**src/hw/lock_ctl_pkg.sv**
```systemverilog
// Purpose: Constants shared by the block lock and status host controller.
// Assumes: Asynchronous parallel NOR flash with a 16-bit data bus.
// Notes: Command codes and timings are plain defaults held as parameters.
package lock_ctl_pkg;
    // =========================================================
    // Device command codes.
    localparam logic [7:0] CMD_LOCK_SETUP = 8'h60;
    localparam logic [7:0] CMD_LOCK_SET = 8'h01;
    localparam logic [7:0] CMD_LOCK_CLEAR = 8'hd0;
    localparam logic [7:0] CMD_STATUS_READ = 8'h70;
    localparam logic [7:0] CMD_STATUS_CLEAR = 8'h50;
    localparam logic [7:0] CMD_INFO_READ = 8'h90;
    localparam logic [7:0] CMD_ARRAY_READ = 8'hff;
    localparam logic [15:0] LOCK_INFO_OFFSET = 16'h0002;
    // =========================================================
    // Device status bit positions and reset value.
    localparam int SR_READY = 7;
    localparam int SR_ERASE_PAUSED = 6;
    localparam int SR_ERASE_FAIL = 5;
    localparam int SR_WRITE_FAIL = 4;
    localparam int SR_SUPPLY_FAULT = 3;
    localparam int SR_WRITE_PAUSED = 2;
    localparam int SR_PROTECTED = 1;
    localparam logic [7:0] SR_RESET = 8'h80;
    // =========================================================
    // Controller register offsets (word index on the local port).
    localparam logic [3:0] REG_CTRL = 4'h0;
    localparam logic [3:0] REG_ADDR = 4'h1;
    localparam logic [3:0] REG_STAT = 4'h2;
    localparam logic [3:0] REG_RESULT = 4'h3;
    // Control codes written to REG_CTRL bits 2:0.
    localparam logic [2:0] OP_LOCK = 3'h1;
    localparam logic [2:0] OP_UNLOCK_ALL = 3'h2;
    localparam logic [2:0] OP_QUERY = 3'h3;
    localparam logic [2:0] OP_CLEAR = 3'h4;
    localparam logic [2:0] OP_STATUS = 3'h5;
    // =========================================================
    // Bus timing, in nanoseconds and in 5 ns cycles.
    localparam int CLK_NS = 5;
    localparam int T_STROBE_NS = 70;
    localparam int T_RECOVER_NS = 30;
    localparam logic [4:0] STROBE_CYC = 5'((T_STROBE_NS + CLK_NS - 1) / CLK_NS);
    localparam logic [4:0] RECOVER_CYC =
        5'((T_RECOVER_NS + CLK_NS - 1) / CLK_NS);
endpackage

```
**src/hw/lock_ctl.sv**
```systemverilog
// Purpose: Host controller that locks, unlocks and queries flash blocks.
// Assumes: Single clock; device pins are outside the domain.
// Notes: Status reads are single reads only, each with its own strobe.
`timescale 1ns/1ps
`default_nettype none

// Contract
// Lock one block by writing the set-lock pair inside that block.
// Unlock all blocks with the clear-locks pair at any address.
// After the setup cycle, reads return device status.
// Completion shows as ready pin high and status bit 7 set.
// Never issue lock or unlock while busy or suspended.
// Lock bits stay unchanged while write supply is at lockout.
// Check bit 4 after set-lock and bit 5 after clear-locks.
// Info read at block base plus 02h gives lock state on bit 0.
// Program or erase with supply grounded fails with error flag.
// Status reads carry status in low byte and zero in high byte.
// Status holds 80h after power-up and reset.
// Use single reads in status mode, never page bursts.
// Toggle output enable between reads to see fresh status.
// Status read and status clear work at any supply level.
// Bit 6 marks erase suspended, bit 2 program suspended.
// Bits 5 and 4 flag erase and program failure.
// Bit 1 marks an aborted operation on a locked block.
// Bit 0 is reserved and reads zero.
// Bits 7,6,2 follow the sequencer; 5,4,3,1 stay until cleared.
// Device reset clears status like the clear command.
// Clear status before starting each new command sequence; the code clears only before lock and unlock pairs.
// Erase is ignored while earlier error flags stand.
// Ready pin low while busy, high when ready or suspended.
module lock_ctl (
    input wire logic clock,
    input wire logic resetn,
    input wire logic [3:0] reg_addr,
    input wire logic [31:0] reg_wdata,
    input wire logic reg_write,
    input wire logic reg_read,
    output logic [31:0] reg_rdata,
    output logic [22:0] flash_addr,
    output logic [15:0] flash_dq_out,
    output logic flash_dq_oe,
    input wire logic [15:0] flash_dq_in,
    output logic chip_enable_n,
    output logic write_enable_n,
    output logic output_enable_n,
    output logic reset_pin_n,
    input wire logic ready_level_signal
);
    import lock_ctl_pkg::*;

    typedef enum logic [3:0] {
        S_IDLE = 4'h0,
        S_CLR = 4'h1,
        S_SETUP = 4'h2,
        S_CONFIRM = 4'h3,
        S_WAIT = 4'h4,
        S_POLL = 4'h5,
        S_INFO_CMD = 4'h6,
        S_INFO_READ = 4'h7,
        S_STAT_CMD = 4'h8,
        S_STAT_READ = 4'h9
    } state_t;

    // =========================================================
    // Pin input synchronisers.
    logic [15:0] dq_meta_reg, dq_sync_reg;
    logic rdy_meta_reg, rdy_sync_reg;
    always_ff @(posedge clock or negedge resetn) begin
        if (!resetn) begin
            dq_meta_reg <= 16'h0000;
            dq_sync_reg <= 16'h0000;
            rdy_meta_reg <= 1'b0;
            rdy_sync_reg <= 1'b0;
        end else begin
            dq_meta_reg <= flash_dq_in;
            dq_sync_reg <= dq_meta_reg;
            rdy_meta_reg <= ready_level_signal;
            rdy_sync_reg <= rdy_meta_reg;
        end
    end

    // =========================================================
    // Sequencer state.
    state_t state_reg, state_next;
    logic [2:0] op_reg;
    logic [22:0] target_reg;
    logic [7:0] status_reg;
    logic locked_reg, lock_fail_reg, unlock_fail_reg;
    logic [4:0] cnt_reg;
    logic phase_reg;
    logic wr_cmd_reg, rd_reg;
    logic [7:0] cmd_reg;
    logic [22:0] cmd_addr_reg;

    // A bus cycle is a strobe phase then a recovery phase; recovery
    // raises output enable so the next status read is a fresh latch.
    wire cycle_done = phase_reg && (cnt_reg == RECOVER_CYC);
    wire strobe_end = !phase_reg && (cnt_reg == STROBE_CYC);
    wire busy = (state_reg != S_IDLE);
    wire start = reg_write && (reg_addr == REG_CTRL) && !busy;
    wire [2:0] start_op = reg_wdata[2:0];
    wire [7:0] dev_status = dq_sync_reg[7:0];
    // Busy or suspended device refuses lock traffic. The latched status is
    // judged, since the data pins carry junk once the read strobe is gone.
    wire dev_idle = status_reg[SR_READY]
        && !status_reg[SR_ERASE_PAUSED]
        && !status_reg[SR_WRITE_PAUSED];
    wire lock_op = (op_reg == OP_LOCK) || (op_reg == OP_UNLOCK_ALL);

    // Choose the command and address for each writing state.
    always_comb begin
        cmd_reg = CMD_ARRAY_READ;
        cmd_addr_reg = target_reg;
        unique case (state_reg)
            S_CLR: cmd_reg = CMD_STATUS_CLEAR;
            S_SETUP: cmd_reg = CMD_LOCK_SETUP;
            S_CONFIRM: cmd_reg = (op_reg == OP_LOCK) ? CMD_LOCK_SET
                : CMD_LOCK_CLEAR;
            S_INFO_CMD: cmd_reg = CMD_INFO_READ;
            S_STAT_CMD: cmd_reg = CMD_STATUS_READ;
            default: cmd_reg = CMD_ARRAY_READ;
        endcase
    end

    wire write_state = (state_reg == S_CLR) || (state_reg == S_SETUP)
        || (state_reg == S_CONFIRM) || (state_reg == S_INFO_CMD)
        || (state_reg == S_STAT_CMD);
    wire read_state = (state_reg == S_POLL) || (state_reg == S_INFO_READ)
        || (state_reg == S_STAT_READ);

    // Next state; each bus state lasts one whole bus cycle.
    always_comb begin
        state_next = state_reg;
        unique case (state_reg)
            S_IDLE: if (start) begin
                unique case (start_op)
                    OP_CLEAR: state_next = S_CLR;
                    OP_QUERY: state_next = S_INFO_CMD;
                    OP_STATUS: state_next = S_STAT_CMD;
                    default: state_next = S_STAT_CMD;
                endcase
            end
            S_CLR: if (cycle_done) state_next = lock_op ? S_SETUP : S_IDLE;
            S_SETUP: if (cycle_done) state_next = S_CONFIRM;
            S_CONFIRM: if (cycle_done) state_next = S_WAIT;
            S_WAIT: if (rdy_sync_reg) state_next = S_POLL;
            // No status command here: setup already left status mode on.
            S_POLL: if (cycle_done) state_next = S_IDLE;
            S_INFO_CMD: if (cycle_done) state_next = S_INFO_READ;
            S_INFO_READ: if (cycle_done) state_next = S_IDLE;
            S_STAT_CMD: if (cycle_done) begin
                state_next = S_STAT_READ;
            end
            S_STAT_READ: if (cycle_done) begin
                // Lock ops first verify the device is idle.
                state_next = !lock_op ? S_IDLE
                    : (dev_idle ? S_CLR : S_IDLE);
            end
            default: state_next = S_IDLE;
        endcase
    end

    // =========================================================
    // Sequencer registers.
    always_ff @(posedge clock or negedge resetn) begin
        if (!resetn) begin
            state_reg <= S_IDLE;
            op_reg <= 3'h0;
            target_reg <= 23'h000000;
            cnt_reg <= 5'h00;
            phase_reg <= 1'b0;
        end else begin
            state_reg <= state_next;
            if (start) begin
                op_reg <= start_op;
                target_reg <= reg_wdata[30:8];
            end
            if (state_next != state_reg || state_reg == S_IDLE
                    || state_reg == S_WAIT) begin
                cnt_reg <= 5'h00;
                phase_reg <= 1'b0;
            end else if (strobe_end) begin
                cnt_reg <= 5'h00;
                phase_reg <= 1'b1;
            end else begin
                cnt_reg <= cnt_reg + 5'h01;
            end
        end
    end

    // Results; device bits land only from single status reads and info reads.
    always_ff @(posedge clock or negedge resetn) begin
        if (!resetn) begin
            status_reg <= SR_RESET;
            locked_reg <= 1'b0;
            lock_fail_reg <= 1'b0;
            unlock_fail_reg <= 1'b0;
        end else if (strobe_end) begin
            if (state_reg == S_POLL || state_reg == S_STAT_READ) begin
                // Bit 0 forced zero; high byte ignored.
                status_reg <= {dev_status[7:1],
                    1'b0};
            end
            if (state_reg == S_POLL) begin
                lock_fail_reg <= (op_reg == OP_LOCK)
                    && dev_status[SR_WRITE_FAIL];
                unlock_fail_reg <= (op_reg == OP_UNLOCK_ALL)
                    && dev_status[SR_ERASE_FAIL];
            end
            if (state_reg == S_INFO_READ) begin
                locked_reg <= dq_sync_reg[0];
            end
        end
    end

    // =========================================================
    // Pin drive; one chip select per bus cycle, single reads only.
    wire strobing = !phase_reg && (write_state || read_state);
    always_ff @(posedge clock or negedge resetn) begin
        if (!resetn) begin
            wr_cmd_reg <= 1'b0;
            rd_reg <= 1'b0;
            flash_addr <= 23'h000000;
            flash_dq_out <= 16'h0000;
        end else begin
            wr_cmd_reg <= strobing && write_state;
            rd_reg <= strobing && read_state;
            flash_addr <= (state_reg == S_INFO_READ)
                ? target_reg + 23'(LOCK_INFO_OFFSET) : cmd_addr_reg;
            flash_dq_out <= {8'h00, cmd_reg};
        end
    end
    assign chip_enable_n = !(wr_cmd_reg || rd_reg);
    assign write_enable_n = !wr_cmd_reg;
    assign output_enable_n = !rd_reg;
    assign flash_dq_oe = wr_cmd_reg;
    assign reset_pin_n = 1'b1;

    // =========================================================
    // Local register read port, data one cycle after the strobe.
    logic [31:0] rdata_next;
    always_comb begin
        unique case (reg_addr)
            REG_CTRL: rdata_next = {28'h0000000, busy, op_reg};
            REG_ADDR: rdata_next = {9'h000, target_reg};
            REG_STAT: rdata_next = {24'h000000, status_reg};
            REG_RESULT: rdata_next = {29'h00000000, unlock_fail_reg,
                lock_fail_reg, locked_reg};
            default: rdata_next = 32'h00000000;
        endcase
    end
    always_ff @(posedge clock or negedge resetn) begin
        if (!resetn) reg_rdata <= 32'h00000000;
        else reg_rdata <= reg_read ? rdata_next : 32'h00000000;
    end
endmodule

`default_nettype wire

```
**config.mk**
```make
export PLATFORM = sky130hd
export DESIGN_NAME = lock_ctl
export DESIGN_NICKNAME = d
export VERILOG_FILES = /design/src/hw/lock_ctl_pkg.sv /design/src/hw/lock_ctl.sv
export SDC_FILE = /design/constraint.sdc
export NUM_CORES = 1
export LEC_CHECK = 0
export ABC_CLOCK_PERIOD_IN_PS = 2200
export BUFFER_PORTS_ARGS = -buffer_cell sky130_fd_sc_hd__buf_4
export CORE_MARGIN = 2
export CORE_UTILIZATION = 52
export DETAILED_ROUTE_END_ITERATION = 7
export GPL_ROUTABILITY_DRIVEN = 0
export PLACE_DENSITY = 0.79
export REMOVE_ABC_BUFFERS = 1
export SYNTH_ARGS = -nofsm -noshare
export SYNTH_HDL_FRONTEND = slang
export SYNTH_SLANG_ARGS = --single-unit
export TNS_END_PERCENT = 10
```
**constraint.sdc**
```tcl
create_clock -name clock -period 2.2 [get_ports clock]
set_input_delay 0.11 -clock clock [delete_from_list [all_inputs] [get_ports clock]]
set_output_delay 0.11 -clock clock [all_outputs]
set_load 0.005 [all_outputs]
```
=== After elaboration in Yosys (flattened, before gate mapping) ===
Index checks and enable logic that the tools add are counted.

* Flip-flop bits (word level): 120
* Input port bits: 57
* Output and inout bits: 76
* Word-level logic and storage cells: 100

* Add/sub/neg operators: 2
* Equal/unequal tests: 19
* Multiplexer cells: 23
* Reduce and logical (&&, ||, !) cells: 38

{| class="wikitable"
|+ Operator list
! kind !! count
|-
| one-hot mux 23 bit (4 select lines) || 1
|-
| two-way mux 23 bit || 2
|-
| one-hot mux 8 bit (5 select lines) || 1
|-
| two-way mux 4 bit || 9
|-
| one-hot mux 4 bit (9 select lines) || 1
|-
| adder 23 x 2 -> 23 bit, second input constant || 1
|-
| == test 4 x 2 -> 1 bit, second input constant || 4
|-
| == test 4 x 3 -> 1 bit, second input constant || 4
|-
| logical OR 1 bit || 12
|-
| logical AND 1 bit || 11
|-
| two-way mux 5 bit || 2
|-
| == test 4 x 1 -> 1 bit, second input constant || 2
|-
| == test 4 bit, second input constant || 2
|-
| logical NOT 4 bit || 2
|-
| two-way mux 8 bit || 1
|-
| one-hot mux 4 bit (2 select lines) || 1
|-
| logical NOT 1 bit || 7
|-
| == test 3 x 2 -> 1 bit, second input constant || 2
|-
| AND reduction 2 bit || 3
|-
| adder 5 x 1 -> 5 bit, second input constant || 1
|-
| == test 5 x 3 -> 1 bit, second input constant || 1
|-
| == test 5 x 4 -> 1 bit, second input constant || 1
|-
| two-way mux 1 bit || 4
|-
| != test 4 bit || 1
|-
| other kinds (6) || 6
|}

=== Depth between registers and ports, before layout ===
* Depth in word-level cells: 11
* Gate-level depth with buffers: 8
* Gate-level depth less buffers: 7

=== Worst setup path after synthesis ===
Ideal clock, no wire load.

* Path kind: register -> register
* From: register state_reg[2]
* To: register cnt_reg[0]
* Setup time: 134 ps
* Data arrival time: 1,793 ps
* Data required time: 2,066 ps
* Slack: 274 ps
* Cell stages (with the launch flop): 7
* Buffers on the path: 1
* Period minus slack after synthesis: 1,926 ps
* Path through: dfrtp_1 buf_4 or3b_4 or4_4 a21oi_2 or3_1 a211oi_1

* Word-level cells in the longest chain between the ends: 9
* Elaborated cells between the ends (all ways): 28
* Those cells by class: 10 x eq/ne; 11 x mux; 7 x reduce/logical

{| class="wikitable"
|+ Ends and longest elaborated chain
! what !! line !! text
|-
| start, declared || lock_ctl.sv:84 || <nowiki>state_t state_reg, state_next;</nowiki>
|-
| start signal, assigned || lock_ctl.sv:173 || <nowiki>state_reg <= state_next;</nowiki>
|-
| nonzero test 4 bit || lock_ctl.sv:99 || <nowiki>wire busy = (state_reg != S_IDLE);</nowiki>
|-
| logical NOT 1 bit || lock_ctl.sv:100 || <nowiki>wire start = reg_write && (reg_addr == REG_CTRL) && !busy;</nowiki>
|-
| logical AND 1 bit || lock_ctl.sv:100 ||
|-
| two-way mux 4 bit || lock_ctl.sv:135 || <nowiki>S_IDLE: if (start) begin</nowiki>
|-
| one-hot mux 4 bit (9 select lines) || lock_ctl.sv:134 || <nowiki>unique case (state_reg)</nowiki>
|-
| != test 4 bit || lock_ctl.sv:178 || <nowiki>if (state_next != state_reg || state_reg == S_IDLE</nowiki>
|-
| logical OR 1 bit || lock_ctl.sv:178 ||
|-
| logical OR 1 bit (*) || lock_ctl.sv:179 || <nowiki>|| state_reg == S_WAIT) begin</nowiki>
|-
| two-way mux 5 bit (*) || lock_ctl.sv:178 ||
|-
| end signal, assigned || lock_ctl.sv:186 || <nowiki>cnt_reg <= cnt_reg + 5'h01;</nowiki>
|-
| end, declared || lock_ctl.sv:89 || <nowiki>logic [4:0] cnt_reg;</nowiki>
|}

Mark *: on every way between the ends. The rest lies on a longest branch, timed or not.
A chain may end at the register's enable or synchronous reset.

=== Final worst setup path ===
* From: register status_reg[7]
* To: register cnt_reg[2]

* Word-level cells in the longest chain between the ends: 10

{| class="wikitable"
|+ Ends and longest elaborated chain
! what !! line !! text
|-
| start, declared || lock_ctl.sv:87 || <nowiki>logic [7:0] status_reg;</nowiki>
|-
| start signal, assigned || lock_ctl.sv:201 || <nowiki>status_reg <= {dev_status[7:1],</nowiki>
|-
| logical AND 1 bit || lock_ctl.sv:106 || <nowiki>&& !status_reg[SR_ERASE_PAUSED]</nowiki>
|-
| logical AND 1 bit || lock_ctl.sv:107 || <nowiki>&& !status_reg[SR_WRITE_PAUSED];</nowiki>
|-
| two-way mux 1 bit || lock_ctl.sv:157 || <nowiki>: (dev_idle ? S_CLR : S_IDLE);</nowiki>
|-
| two-way mux 1 bit || lock_ctl.sv:156 || <nowiki>state_next = !lock_op ? S_IDLE</nowiki>
|-
| two-way mux 4 bit || lock_ctl.sv:154 || <nowiki>S_STAT_READ: if (cycle_done) begin</nowiki>
|-
| one-hot mux 4 bit (9 select lines) || lock_ctl.sv:134 ||
|-
| != test 4 bit || lock_ctl.sv:178 ||
|-
| logical OR 1 bit || lock_ctl.sv:178 ||
|-
| logical OR 1 bit || lock_ctl.sv:179 ||
|-
| two-way mux 5 bit || lock_ctl.sv:178 ||
|}

No other way between the ends.

==> metrics.cfg <==
[outcome]
outcome = finished, final reports clean

[detailed_routing]
wl_met1_um = 4300
num_vias = 3432
drcViolationCount = 0
dr.pass1.iters = 4
wl_met2_um = 5430
via_per_inst = 5.21
wl_per_cell_um = 15.9
top_layer = met4
first_iter_violations = 201
met3_length_um = 504
detail-route-antenna-nets = 0
totalWireLength_um = 10500

[floorplan]
rows = 35
start_util = 0.532
core_um2 = 9200
dieArea_um2 = 10200
fp.dieW_um = 101
ioPinCount = 133
die_h_um = 101

[sta]
setup_violations = 0
timing.hold.ws_ns = 0.0661
finalMaxSlewViolations = 0
max_freq_ghz = 0.480
fin_setup_tns_ns = 0
relSlewSlack = 0.619
finalClockSkew_ns = 0.00925
period_share = 0.947
tightest_slew_ns = 0.571
rsz0062_at_grt = no
period_needed_ns = 2.08
hold_viol_final = 0

[grt]
grt_usage = 0.222
grt_pass1_vias = 3601
antenna_found_initial = 0
grt_pass1_wl_um = 17200
overflow = 0
grt_max_degree = 78

[worst_hold_path]
hold_depth = 4
hold_path_end = reg_rdata[6]
hold_path_class = in -> reg
hold_start = reg_addr[3]

[logic_synthesis]
muxShareOfSynthArea = 0.0985
synth_area_leaders = dfrtp_1 60%, mux2_2 8.5%, xnor2_1 3.6%, buf_4 3.4%, and2_1 2.3%
yosysWarnings = 0
synth_top_family_by_area = simple AND/OR/NAND/NOR gates
synth_largest_area_cell = dfrtp_1
synthDistinctLibCells = 52
syn_inst = 384
synthAdderAreaFrac = 0.00767
syn_avg_cell_area_um2 = 12.7
synth_simple_gate_area_frac = 0.139
netlist_area_um2 = 4890
synth_ff_type = dfrtp_1
async_flop_share = 1.00
synthXorXnorAreaFrac = 0.0466
synth-seq-cells = 118
yosysSeqAreaShare = 0.604
synth-edff-count = 0
yosys.area.top_type_share = 0.599
synth_compound_area_frac = 0.0524

[worst_setup_path]
endpoint_kind = flop
crit_required_ns = 2.60
arrival_ns = 2.49
rr_worst_depth = 5
crit_slowest_cell = dfstp_2
slowest_delay_ns = 0.54
critPathMaxFanout = 5
r2r_slack_ns = 0.12
crit_chain = or3b_2, or4_4, a21oi_2, o21ai_2, a211oi_1
r2r_start = status_reg[7]
reg2reg_to = cnt_reg[2]
setup.worst_path.start_class = flop
crit_type = reg -> reg

[clock_network]
clk_pin_slew_worst_paths_ns = 0.06
cts_max_level = 4
cts_sinks = 118
cts_root_buffer = clkbuf_8
cts_made_buffers = 17
cts.path.max_buffers = 2
cts_tree = done
clk_latency_ns = 0.51

[pwr]
combPwrFrac = 0.170
ir_drop_mv = 0.686
p_clk_frac = 0.400
report.power.total_w = 0.00619
netSwitchingFraction = 0.271
seqPwrFrac = 0.430
cellPowerDensity_nw_per_um2 = 927
switchingPower_w = 0.00168
cell_internal_pwr_w = 0.00451
power.leakage_nw = 3.24

[place]
port_buffers = 100
hpwlAfterDp_um = 6700
dp_cells = 587

[cells_and_area]
diodes = 0
final_common_cell = dfrtp_1
fin_cells = 659
nets = 596
syn_to_final_growth_pct = 36.5
drive_above_1_share = 0.356
final_cell_mix = 116 x dfrtp_1, 111 x buf_4, 41 x dlygate4sd3_1, 37 x mux2_2

[run]
drv_cap = 0

## worst max-delay path, delay by kind of cell, from the launching register on
kind | cells | cell delay [ns]
flip-flops | 1 | 0.54
AND/OR/NAND/NOR | 2 | 0.87
AO/OA/AOI/OAI | 3 | 0.57
## synth_stat cells, types with 7 or more instances
| library cell | instances |
|---|---|
| dfrtp_1 | 117 |
| mux2_2 | 37 |
| buf_4 | 22 |
| nor2_1 | 20 |
| xnor2_1 | 20 |
| nand2_1 | 19 |
| and2_1 | 18 |
| nand4_1 | 9 |
| clkbuf_1 | 8 |
| nand3_1 | 8 |
| nand2b_1 | 7 |
## worst max-delay path by stage
| stage | startpoint | to | cells after the start |
|---|---|---|---|
| 2_1_floorplan | state_reg[0] | cnt_reg[0] | 5 |
| 3_3_place_gp | status_reg[7] | cnt_reg[0] | 5 |
| 3_5_place_dp | status_reg[7] | cnt_reg[2] | 5 |
| 4_1_cts | status_reg[7] | cnt_reg[2] | 5 |
| 5_1_grt | status_reg[7] | cnt_reg[0] | 5 |
| 6_report | status_reg[7] | cnt_reg[2] | 5 |
## metal layers
metal,up-vias,global-route usage
li1,1597,-
met1,1689,0.275
met2,123,0.365
met3,23,0.0513
met4,0,0.114
met5,-,0
## through the flow
stage / utilization / cell area [um2] / setup WS, ns
global route: 0.726 / 6670 / 0.0256
detailed placement: 0.622 / 5720 / 0.126
CTS: 0.726 / 6670 / 0.119
floorplan: - / 4730 / -0.293
finish: 0.726 / 6670 / 0.117
global placement: 0.622 / 5720 / 0.178
## timing repair
| item | 4_1_cts | 5_1_grt |
|---|---|---|
| hold buffers | 41 | 0 |
| endpoints found under the hold margin | 85 | 0 |
| gates resized for setup | 0 | 1 |
| endpoints found under the setup margin | 0 | 2 |
| buffers inserted | 0 | 0 |
## power groups by stage
stage / clock (W) / sequential [W] / combinational (W)
after floorplan: 0 / 0.00267 / 0.000528
after global placement: 0 / 0.00267 / 0.000947
after detailed placement: 0 / 0.00269 / 0.000978
after CTS: 0.00252 / 0.00265 / 0.00106
after global routing: 0.00264 / 0.00269 / 0.00117
final: 0.00247 / 0.00266 / 0.00105
## final cells by class
cell class / count / area [um2]
fill: 612 / 2520
sequential: 118 / 2960
clock inverter: 14 / 130
timing repair buffer: 153 / 1260
tap: 111 / 139
clock buffer: 17 / 414
multi-input combinational: 241 / 1750
inverter: 5 / 18.8
## logic make-up (layout without fill, tap and decap cells)
logic type                 Yosys count  count (layout)
AOI/OAI and AO/OA                   36              36
xor gates and xnor gates            26              26
adders and majority gates            3               3
buffers and inverters               41             189
DFF                                118             118
muxes                               41              41
other                                2              18
and+or+nand+nor                    117             117
No activity file was read; power rests on OpenSTA's default activity.
